<file path="config.mk">
export PLATFORM = sky130hd
export DESIGN_NAME = dsp_param_indirect_access
export DESIGN_NICKNAME = d
export VERILOG_FILES = /design/src/dsp_param_pkg.sv /design/src/dsp_param_indirect_access.sv /design/src/dsp_param_cell.sv
export SDC_FILE = /design/constraint.sdc
export NUM_CORES = 1
export LEC_CHECK = 0
export BUFFER_PORTS_ARGS = -buffer_cell sky130_fd_sc_hd__buf_4
export CORE_MARGIN = 5
export CORE_UTILIZATION = 58
export DETAILED_ROUTE_END_ITERATION = 8
export PLACE_DENSITY = 0.93
export SETUP_SLACK_MARGIN = 0.4
export SYNTH_ARGS = -nofsm -noshare
export SYNTH_HDL_FRONTEND = slang
export SYNTH_SLANG_ARGS = --single-unit
export TNS_END_PERCENT = 1
</file>
<file path="constraint.sdc">
create_clock -name i_clk -period 27.5 [get_ports i_clk]
set_input_delay 2.75 -clock i_clk [delete_from_list [all_inputs] [get_ports i_clk]]
set_output_delay 2.75 -clock i_clk [all_outputs]
set_load 0.05 [all_outputs]
</file>
<file path="src/dsp_param_pkg.sv">
// Summary of operation
// Selector picks conduit meaning per read/write.
// Host writes only on-hook, command mode.
// Addresses are 16 bits, data 14 bits.
// Host writes address before data.
// Address mode: low/high conduits take address bytes.
// Data mode: conduit bytes form word for address.
// High conduit gives upper six data bits.
// Host writes only listed addresses, in-range values.
// Status read: available, detected, reserved, tone type.
// Control write: squaring, cascade disable, report enables.
// Low control write: DTMF digit and tone type.
// Level parameters at 0x0002 to 0x0004 with defaults.
// User tone frequency at 0x0005, default 91.
// Four detector centres, shared sensitivity at 0x000E.
// Tone generation level at 0x000B, default 2896.
// Carrier valid/invalid by on/off thresholds.
// Answer tone valid/invalid by on/off thresholds.
// Call progress detect level at 0x0006.
// Filter coefficients 0x0010-0x0023, same indirect procedure.
// Host returns selector to address mode afterwards.
package dsp_param_pkg;

  localparam int unsigned ADDR_W     = 16;
  localparam int unsigned DATA_W     = 14;
  localparam int unsigned BYTE_W     = 8;
  localparam int unsigned DATA_HI_W  = DATA_W - BYTE_W;
  localparam int unsigned NUM_PARAMS = 15;

  localparam logic [7:0] FSEL_ADDR  = 8'h00;
  localparam logic [7:0] FSEL_DATA  = 8'h01;
  localparam logic [7:0] FSEL_CTRL  = 8'h02;
  localparam logic [7:0] FSEL_RESET = FSEL_ADDR;

  typedef enum logic [1:0] {
    CONDUIT_LOW  = 2'b00,
    CONDUIT_HIGH = 2'b01,
    CONDUIT_FSEL = 2'b11
  } conduit_sel_t;

  localparam int unsigned STAT_AVAIL_BIT   = 7;
  localparam int unsigned STAT_TDET_BIT    = 6;
  localparam int unsigned STAT_RSVD_BIT    = 5;
  localparam int unsigned TONE_TYPE_W      = 5;
  localparam int unsigned CPC_SQUARE_BIT   = 7;
  localparam int unsigned CPC_CASCADE_BIT  = 6;
  localparam int unsigned REPORT_W         = 5;
  localparam int unsigned TG_DIGIT_LSB     = 3;
  localparam int unsigned TG_DIGIT_W       = 4;
  localparam int unsigned TG_TYPE_W        = 3;

  localparam int unsigned IDX_XMIT   = 0;
  localparam int unsigned IDX_DTMFH  = 1;
  localparam int unsigned IDX_TWIST  = 2;
  localparam int unsigned IDX_UFREQ  = 3;
  localparam int unsigned IDX_CALL_PROGRESS_DETECT_LEVEL   = 4;
  localparam int unsigned IDX_UDF1   = 5;
  localparam int unsigned IDX_UDF2   = 6;
  localparam int unsigned IDX_UDF3   = 7;
  localparam int unsigned IDX_UDF4   = 8;
  localparam int unsigned IDX_TGEN   = 9;
  localparam int unsigned IDX_USENS  = 10;
  localparam int unsigned IDX_CON    = 11;
  localparam int unsigned IDX_COFF   = 12;
  localparam int unsigned IDX_AON    = 13;
  localparam int unsigned IDX_AOFF   = 14;

  localparam logic [ADDR_W-1:0] PARAM_ADDR [NUM_PARAMS] = '{
    16'h0002, 16'h0003, 16'h0004, 16'h0005, 16'h0006,
    16'h0007, 16'h0008, 16'h0009, 16'h000a, 16'h000b,
    16'h000e, 16'h0024, 16'h0025, 16'h0026, 16'h0027
  };

  localparam logic [DATA_W-1:0] PARAM_RESET [NUM_PARAMS] = '{
    14'h1000, 14'h1304, 14'h0ccd, 14'h005b, 14'h1000,
    14'h137b, 14'h0218, 14'h137b, 14'h0218, 14'h0b50,
    14'h1000, 14'h0a3c, 14'h0ce4, 14'h0043, 14'h0025
  };

  localparam logic [ADDR_W-1:0] COEF_FIRST = 16'h0010;
  localparam logic [ADDR_W-1:0] COEF_LAST  = 16'h0023;

endpackage

</file>
<file path="src/dsp_param_indirect_access.sv">
`timescale 1ns/1ps
module dsp_param_indirect_access
  import dsp_param_pkg::*;
(
  input  logic                   i_clk,
  input  logic                   i_sys_rst,
  input  logic                   i_ce,
  input  logic                   i_conduit_wr,
  input  logic                   i_conduit_rd,
  input  logic [1:0]             i_conduit_sel,
  input  logic [BYTE_W-1:0]      i_conduit_wdata,
  input  logic                   i_dsp_data_avail,
  input  logic                   i_tone_detected,
  input  logic [TONE_TYPE_W-1:0] i_tone_type,
  input  logic [DATA_W-1:0]      i_carrier_level,
  input  logic [DATA_W-1:0]      i_answer_level,
  output logic [BYTE_W-1:0]      o_conduit_rdata,
  output logic                   o_conduit_rvalid,
  output logic                   o_dsp_wr,
  output logic [ADDR_W-1:0]      o_dsp_addr,
  output logic [DATA_W-1:0]      o_dsp_data,
  output logic                   o_coef_wr,
  output logic                   o_squaring_en,
  output logic                   o_cascade_dis,
  output logic [REPORT_W-1:0]    o_report_en,
  output logic [TG_DIGIT_W-1:0]  o_dtmf_digit,
  output logic [TG_TYPE_W-1:0]   o_tone_type,
  output logic                   o_carrier_valid,
  output logic                   o_answer_valid,
  output logic [DATA_W-1:0]      o_dsp_xmit_full_scale_level,
  output logic [DATA_W-1:0]      o_dtmf_high_tone_level,
  output logic [DATA_W-1:0]      o_dtmf_twist_ratio,
  output logic [DATA_W-1:0]      o_user_tone_frequency,
  output logic [DATA_W-1:0]      o_call_progress_detect_level,
  output logic [DATA_W-1:0]      o_user_freq_detector_1,
  output logic [DATA_W-1:0]      o_user_freq_detector_2,
  output logic [DATA_W-1:0]      o_user_freq_detector_3,
  output logic [DATA_W-1:0]      o_user_freq_detector_4,
  output logic [DATA_W-1:0]      o_tone_generation_level,
  output logic [DATA_W-1:0]      o_user_detector_sensitivity,
  output logic [DATA_W-1:0]      o_carrier_on_level,
  output logic [DATA_W-1:0]      o_carrier_off_level,
  output logic [DATA_W-1:0]      o_answer_on_level,
  output logic [DATA_W-1:0]      o_answer_off_level
);

  logic [BYTE_W-1:0]     fsel_q;
  logic [BYTE_W-1:0]     fsel_d;
  logic [ADDR_W-1:0]     addr_q;
  logic [ADDR_W-1:0]     addr_d;
  logic [DATA_HI_W-1:0]  data_hi_q;
  logic [DATA_HI_W-1:0]  data_hi_d;
  logic                  dsp_wr_q;
  logic [ADDR_W-1:0]     dsp_addr_q;
  logic [DATA_W-1:0]     dsp_data_q;
  logic                  coef_wr_q;
  logic                  avail_q;
  logic                  avail_d;
  logic [BYTE_W-1:0]     rdata_q;
  logic [BYTE_W-1:0]     rdata_d;
  logic                  rvalid_q;
  logic                  squaring_q;
  logic                  cascade_q;
  logic [REPORT_W-1:0]   report_q;
  logic [TG_DIGIT_W-1:0] digit_q;
  logic [TG_TYPE_W-1:0]  ttype_q;
  logic                  carrier_q;
  logic                  carrier_d;
  logic                  answer_q;
  logic                  answer_d;
  logic [DATA_W-1:0]     param_q [NUM_PARAMS];

  wire sel_low  = (i_conduit_sel == CONDUIT_LOW);
  wire sel_high = (i_conduit_sel == CONDUIT_HIGH);
  wire sel_fsel = (i_conduit_sel == CONDUIT_FSEL);
  wire mode_addr = (fsel_q == FSEL_ADDR);
  wire mode_data = (fsel_q == FSEL_DATA);
  wire mode_ctrl = (fsel_q == FSEL_CTRL);

  // selector decode of writes
  wire wr_fsel      = i_conduit_wr && sel_fsel;
  wire wr_addr_low  = i_conduit_wr && sel_low && mode_addr;
  wire wr_addr_high = i_conduit_wr && sel_high && mode_addr;
  wire wr_data_low  = i_conduit_wr && sel_low && mode_data;
  wire wr_data_high = i_conduit_wr && sel_high && mode_data;
  wire wr_ctrl_low  = i_conduit_wr && sel_low && mode_ctrl;
  wire wr_ctrl_high = i_conduit_wr && sel_high && mode_ctrl;

  // selector decode of reads
  wire rd_status = i_conduit_rd && sel_low && mode_ctrl;
  wire rd_fsel   = i_conduit_rd && sel_fsel;

  assign fsel_d = wr_fsel ? i_conduit_wdata : fsel_q;

  // address bytes captured
  assign addr_d = wr_addr_low  ? {addr_q[ADDR_W-1:BYTE_W], i_conduit_wdata} :
                  wr_addr_high ? {i_conduit_wdata, addr_q[BYTE_W-1:0]} : addr_q;

  // upper six data bits
  assign data_hi_d = wr_data_high ? i_conduit_wdata[DATA_HI_W-1:0] : data_hi_q;

  // low byte completes word
  wire [DATA_W-1:0] commit_data = {data_hi_q, i_conduit_wdata};
  wire              commit      = wr_data_low;

  // coefficient range detect
  wire addr_is_coef = (addr_q >= COEF_FIRST) && (addr_q <= COEF_LAST);

  // sticky available flag, set wins
  assign avail_d = i_dsp_data_avail ? 1'b1 : (rd_status ? 1'b0 : avail_q);

  // status byte layout
  wire [BYTE_W-1:0] status_byte = {avail_q, i_tone_detected, 1'b0, i_tone_type};

  assign rdata_d = rd_status ? status_byte :
                   rd_fsel   ? fsel_q      : '0;

  // carrier hysteresis
  wire carrier_on  = (i_carrier_level >= param_q[IDX_CON]);
  wire carrier_off = (i_carrier_level <  param_q[IDX_COFF]);
  assign carrier_d = carrier_on ? 1'b1 : (carrier_off ? 1'b0 : carrier_q);

  // answer tone hysteresis
  wire answer_on  = (i_answer_level >= param_q[IDX_AON]);
  wire answer_off = (i_answer_level <  param_q[IDX_AOFF]);
  assign answer_d = answer_on ? 1'b1 : (answer_off ? 1'b0 : answer_q);

  // sixteen-bit address, fourteen-bit data
  genvar gi;
  generate
    for (gi = 0; gi < NUM_PARAMS; gi++) begin : g_param
      // parameter store, defaults
      dsp_param_cell #(
        .W           (DATA_W),
        .RESET_VALUE (PARAM_RESET[gi])
      ) u_cell (
        .i_clk     (i_clk),
        .i_sys_rst (i_sys_rst),
        .i_ce      (i_ce),
        .i_wr      (commit && (addr_q == PARAM_ADDR[gi])),
        .i_data    (commit_data),
        .o_q       (param_q[gi])
      );
    end
  endgenerate

  always_ff @(posedge i_clk or posedge i_sys_rst) begin
    if (i_sys_rst) begin
      fsel_q    <= FSEL_RESET;
      addr_q    <= '0;
      data_hi_q <= '0;
    end else if (i_ce) begin
      fsel_q    <= fsel_d;
      addr_q    <= addr_d;
      data_hi_q <= data_hi_d;
    end
  end

  // DSP write strobe
  always_ff @(posedge i_clk or posedge i_sys_rst) begin
    if (i_sys_rst) begin
      dsp_wr_q   <= 1'b0;
      coef_wr_q  <= 1'b0;
      dsp_addr_q <= '0;
      dsp_data_q <= '0;
    end else if (i_ce) begin
      dsp_wr_q  <= commit;
      coef_wr_q <= commit && addr_is_coef;
      if (commit) begin
        dsp_addr_q <= addr_q;
        dsp_data_q <= commit_data;
      end
    end
  end

  // call progress control
  always_ff @(posedge i_clk or posedge i_sys_rst) begin
    if (i_sys_rst) begin
      squaring_q <= 1'b0;
      cascade_q  <= 1'b0;
      report_q   <= '0;
    end else if (i_ce && wr_ctrl_high) begin
      squaring_q <= i_conduit_wdata[CPC_SQUARE_BIT];
      cascade_q  <= i_conduit_wdata[CPC_CASCADE_BIT];
      report_q   <= i_conduit_wdata[REPORT_W-1:0];
    end
  end

  // tone generation control
  always_ff @(posedge i_clk or posedge i_sys_rst) begin
    if (i_sys_rst) begin
      digit_q <= '0;
      ttype_q <= '0;
    end else if (i_ce && wr_ctrl_low) begin
      digit_q <= i_conduit_wdata[TG_DIGIT_LSB +: TG_DIGIT_W];
      ttype_q <= i_conduit_wdata[TG_TYPE_W-1:0];
    end
  end

  always_ff @(posedge i_clk or posedge i_sys_rst) begin
    if (i_sys_rst) begin
      avail_q   <= 1'b0;
      rdata_q   <= '0;
      rvalid_q  <= 1'b0;
      carrier_q <= 1'b0;
      answer_q  <= 1'b0;
    end else if (i_ce) begin
      avail_q   <= avail_d;
      rdata_q   <= rdata_d;
      rvalid_q  <= i_conduit_rd;
      carrier_q <= carrier_d;
      answer_q  <= answer_d;
    end
  end

  assign o_conduit_rdata  = rdata_q;
  assign o_conduit_rvalid = rvalid_q;
  assign o_dsp_wr         = dsp_wr_q;
  assign o_dsp_addr       = dsp_addr_q;
  assign o_dsp_data       = dsp_data_q;
  assign o_coef_wr        = coef_wr_q;
  assign o_squaring_en    = squaring_q;
  assign o_cascade_dis    = cascade_q;
  assign o_report_en      = report_q;
  assign o_dtmf_digit     = digit_q;
  assign o_tone_type      = ttype_q;
  assign o_carrier_valid  = carrier_q;
  assign o_answer_valid   = answer_q;

  assign o_dsp_xmit_full_scale_level  = param_q[IDX_XMIT];
  assign o_dtmf_high_tone_level       = param_q[IDX_DTMFH];
  assign o_dtmf_twist_ratio           = param_q[IDX_TWIST];
  assign o_user_tone_frequency        = param_q[IDX_UFREQ];
  assign o_call_progress_detect_level = param_q[IDX_CALL_PROGRESS_DETECT_LEVEL];
  assign o_user_freq_detector_1       = param_q[IDX_UDF1];
  assign o_user_freq_detector_2       = param_q[IDX_UDF2];
  assign o_user_freq_detector_3       = param_q[IDX_UDF3];
  assign o_user_freq_detector_4       = param_q[IDX_UDF4];
  assign o_tone_generation_level      = param_q[IDX_TGEN];
  assign o_user_detector_sensitivity  = param_q[IDX_USENS];
  assign o_carrier_on_level           = param_q[IDX_CON];
  assign o_carrier_off_level          = param_q[IDX_COFF];
  assign o_answer_on_level            = param_q[IDX_AON];
  assign o_answer_off_level           = param_q[IDX_AOFF];
endmodule

</file>
<file path="src/dsp_param_cell.sv">
`timescale 1ns/1ps
module dsp_param_cell #(
  parameter int unsigned     W           = 14,
  parameter logic [W-1:0]    RESET_VALUE = '0
) (
  input  logic         i_clk,
  input  logic         i_sys_rst,
  input  logic         i_ce,
  input  logic         i_wr,
  input  logic [W-1:0] i_data,
  output logic [W-1:0] o_q
);

  logic [W-1:0] q_q;
  logic [W-1:0] q_d;

  assign q_d = i_wr ? i_data : q_q;
  assign o_q = q_q;

  always_ff @(posedge i_clk or posedge i_sys_rst) begin
    if (i_sys_rst) begin
      q_q <= RESET_VALUE;
    end else if (i_ce) begin
      q_q <= q_d;
    end
  end

endmodule

</file>
==> results.py <==
metrics = {
    "outcome": {
        "outcome": "complete, no violations",
    },
    "power": {
        "power_mw": 0.932,
        "peakVddDrop_mv": 0.0533,
        "p_leak_nw": 8.45,
        "pwr_density_cell_nw_per_um2": 56.5,
    },
    "clock_network": {
        "cts_hold_buf": 0,
        "cts_root_buf": "clkbuf_16",
        "cts_resized": 0,
        "cts_sinks": 298,
        "cts_max_path_buffers": 3,
        "clock_latency_ps": 550,
        "cts_htree_levels": 1,
        "cts_setup_buffers": 0,
        "numCtsBuffers": 30,
        "tritoncts": "done",
        "clkSlewWorstSetupHoldPaths_ps": 60,
    },
    "placed_design": {
        "routabilityCongestion": 0.860,
        "post-place-ws_ps": 21680,
        "numPortBuffers": 316,
        "hpwl_um": 25300,
        "place_inst": 1536,
        "placed_area_sq_um": 15500,
    },
    "timing": {
        "min_period_ps": 5290,
        "rsz0062_at_grt": "false",
        "hold_ws_ps": 470,
        "setup-tns-final_ps": 0,
        "hold_viol": 0,
        "tightest_slew_ps": 1290,
        "finalClockSkew_ps": 15.6,
        "setup_ws_ps": 22210,
        "max_freq_mhz": 189,
        "setup_viol": 0,
        "period_share_pct": 19.2,
        "slew_headroom_pct": 13.2,
        "drv_slew": 0,
    },
    "logic_synthesis": {
        "synth-warning-count": 0,
        "synth-compound-area-share_pct": 3.01,
        "synth.yosys.seq_area_share_pct": 58.1,
        "ys_types": 46,
        "synthArstFlopShare_pct": 100,
        "yosys-top-cells-area": "dfrtp_1, mux2_2, dfstp_2",
        "avgSynthCellArea_sq_um": 13.1,
        "yosys.area_share.adder_pct": 5.21,
        "synthXorXnorAreaFrac_pct": 0,
        "yosys.area.top_type": "dfrtp_1",
        "synthMuxAreaShare_pct": 22.4,
        "syn_inst": 988,
        "synth_ff_type": "dfrtp_1",
        "synthesis.area_sq_um": 13000,
        "synth-simple-area-share_pct": 7.60,
        "synth_seq_cells": 298,
        "synth_top_family_by_area": "multiplexers",
        "syn_nets": 1092,
        "synth_edf_count": 0,
        "yosysTopAreaCellShare_pct": 44.7,
    },
    "critical_path": {
        "timing.rr.start": "fsel_q[2]$_DFFE_PP0P_",
        "cp-start-kind": "input port",
        "critPathArrivalTime_ps": 5710,
        "crit_path_max_fanout": 30,
        "startpoint": "i_ce",
        "cp.required_ps": 27930,
        "end_kind": "flip-flop",
        "path_class": "input port to flip-flop",
    },
    "cells_and_area": {
        "fin_util_pct": 75.0,
        "final_area_sq_um": 16500,
        "stdcell_count": 1593,
        "nets": 1392,
        "drive_above_1_share_pct": 53.1,
        "syn_to_final_growth_pct": 27.0,
    },
    "routing": {
        "drt_drc_violations_left": 0,
        "routed-via-count": 9153,
        "dr.pass1.iters": 5,
        "via_per_inst": 5.75,
        "wl_per_cell_um": 23.0,
        "postRouteAntennaNets": 0,
        "wirelength_um": 36600,
        "drt-initial-drc-count": 622,
    },
    "global_routing": {
        "grt_usage_pct": 28.4,
        "grt_max_degree": 138,
        "grt_pass1_vias": 9753,
        "antenna_found_initial": 0,
        "grt_pass1_wl_um": 57300,
        "grt_overflow": 0,
    },
    "run": {
        "drv_cap": 0,
    },
    "die": {
        "core-area_sq_um": 22000,
        "dieArea_sq_um": 25500,
        "start_util_pct": 59.1,
        "die_x_um": 160,
        "row_count": 54,
        "die_y_um": 160,
        "num_io_pins": 317,
    },
    "hold_path": {
        "worstHoldPathType": "flip-flop to flip-flop",
        "hold_start": "o_dsp_data[2]$_DFFE_PP0P_",
    },
}
==> registers in the layout (all words and copies together) (netlist names), 3 cells and up <==
signal / cells
o_dsp_addr: 16
o_tone_type: 3
data_hi_q: 6
addr_q: 16
o_conduit_rdata: 8
o_report_en: 5
o_dsp_data: 14
fsel_q: 8
o_dtmf_digit: 4
g_param.u_cell.o_q: 210
==> layout make-up <==
cell class,count,area (sq um)
clock buffer,46,851
sequential,298,7540
antenna,1,2.50
inverter,62,240
timing repair buffer,325,2440
fill,1366,5480
clock inverter,10,92.6
multi-input combinational,571,4960
tap,280,350
==> layout by cell type, fill, tap and decap left out, drive strengths merged, types with 5 or more instances in the layout <==
cell type and count:
a21oi 21, a22oi 8, buf 325, clkbuf 46, clkinv 8, dfrtp 232
dfstp 66, ha 54, inv 62, mux2 255, nand2 108, nand2b 7
nand3 10, nand3b 5, nand4 8, nor2 27, nor3 5, o21ai 14
or4 8
==> path summary, 6_finish.rpt <==
kind	end	slack (ps)	depth (start not counted)
max in group asynchronous	g_param[1].u_cell.o_q[6]$_DFFE_PP0P_	22480	4
worst max-delay path	g_param[2].u_cell.o_q[1]$_DFFE_PP0P_	22210	7
worst max register to register	g_param[2].u_cell.o_q[1]$_DFFE_PP0P_	24030	6
worst min-delay path	o_dsp_data[2]$_DFFE_PP0P_	470	2
min in group asynchronous	o_dsp_data[8]$_DFFE_PP0P_	2340	2
worst min register to register	o_dsp_data[2]$_DFFE_PP0P_	470	2
==> synthesized netlist by cell type, types with 10 or more instances <==
library cell  number
o21ai_0           14
nand2_1          108
ha_1              54
buf_2             15
dfstp_2           66
nand3_1           10
nor2_1            27
mux2_2           242
dfrtp_1          232
mux2_4            10
a21oi_1           21
clkbuf_1          39
inv_1             62
==> routing by layer <==
| layer | part of all wire, % | up-vias | global-route usage [%] | wire length (um) |
|---|---|---|---|---|
| li1 | - | 4009 | - | - |
| met4 | 3.5 | 0 | 9.90 | 1280 |
| met3 | 7.8 | 87 | 7.46 | 2870 |
| met1 | 38 | 4671 | 34.9 | 13900 |
| met5 | 0 | - | 0 | 0 |
| met2 | 51 | 386 | 48.9 | 18500 |
==> worst max-delay path, cell delays in order <==
cell and delay [ps]:
buf_4 280, nand3b_1 290, nor4_4 420, buf_4 390
nand4b_1 200, nor2_1 930, mux2_2 430
==> cell families (layout without fill, tap and decap cells) <==
family,Yosys count,after routing
flip-flops,298,298
AO/OA/AOI/OAI,62,62
buffers and inverters,119,443
adder cells (fa/ha/maj),54,54
AND/OR/NAND/NOR,200,200
other,0,1
multiplexers,255,255
==> power breakdown <==
| part | leakage, nW | switching [mW] | internal [mW] | total (mW) |
|---|---|---|---|---|
| Sequential | 3.87 | 0.0160 | 0.450 | 0.466 |
| Clock | 0.461 | 0.165 | 0.223 | 0.388 |
| Combinational | 4.12 | 0.0508 | 0.0269 | 0.0777 |
Note: power is estimated with default switching activity, not from simulation.
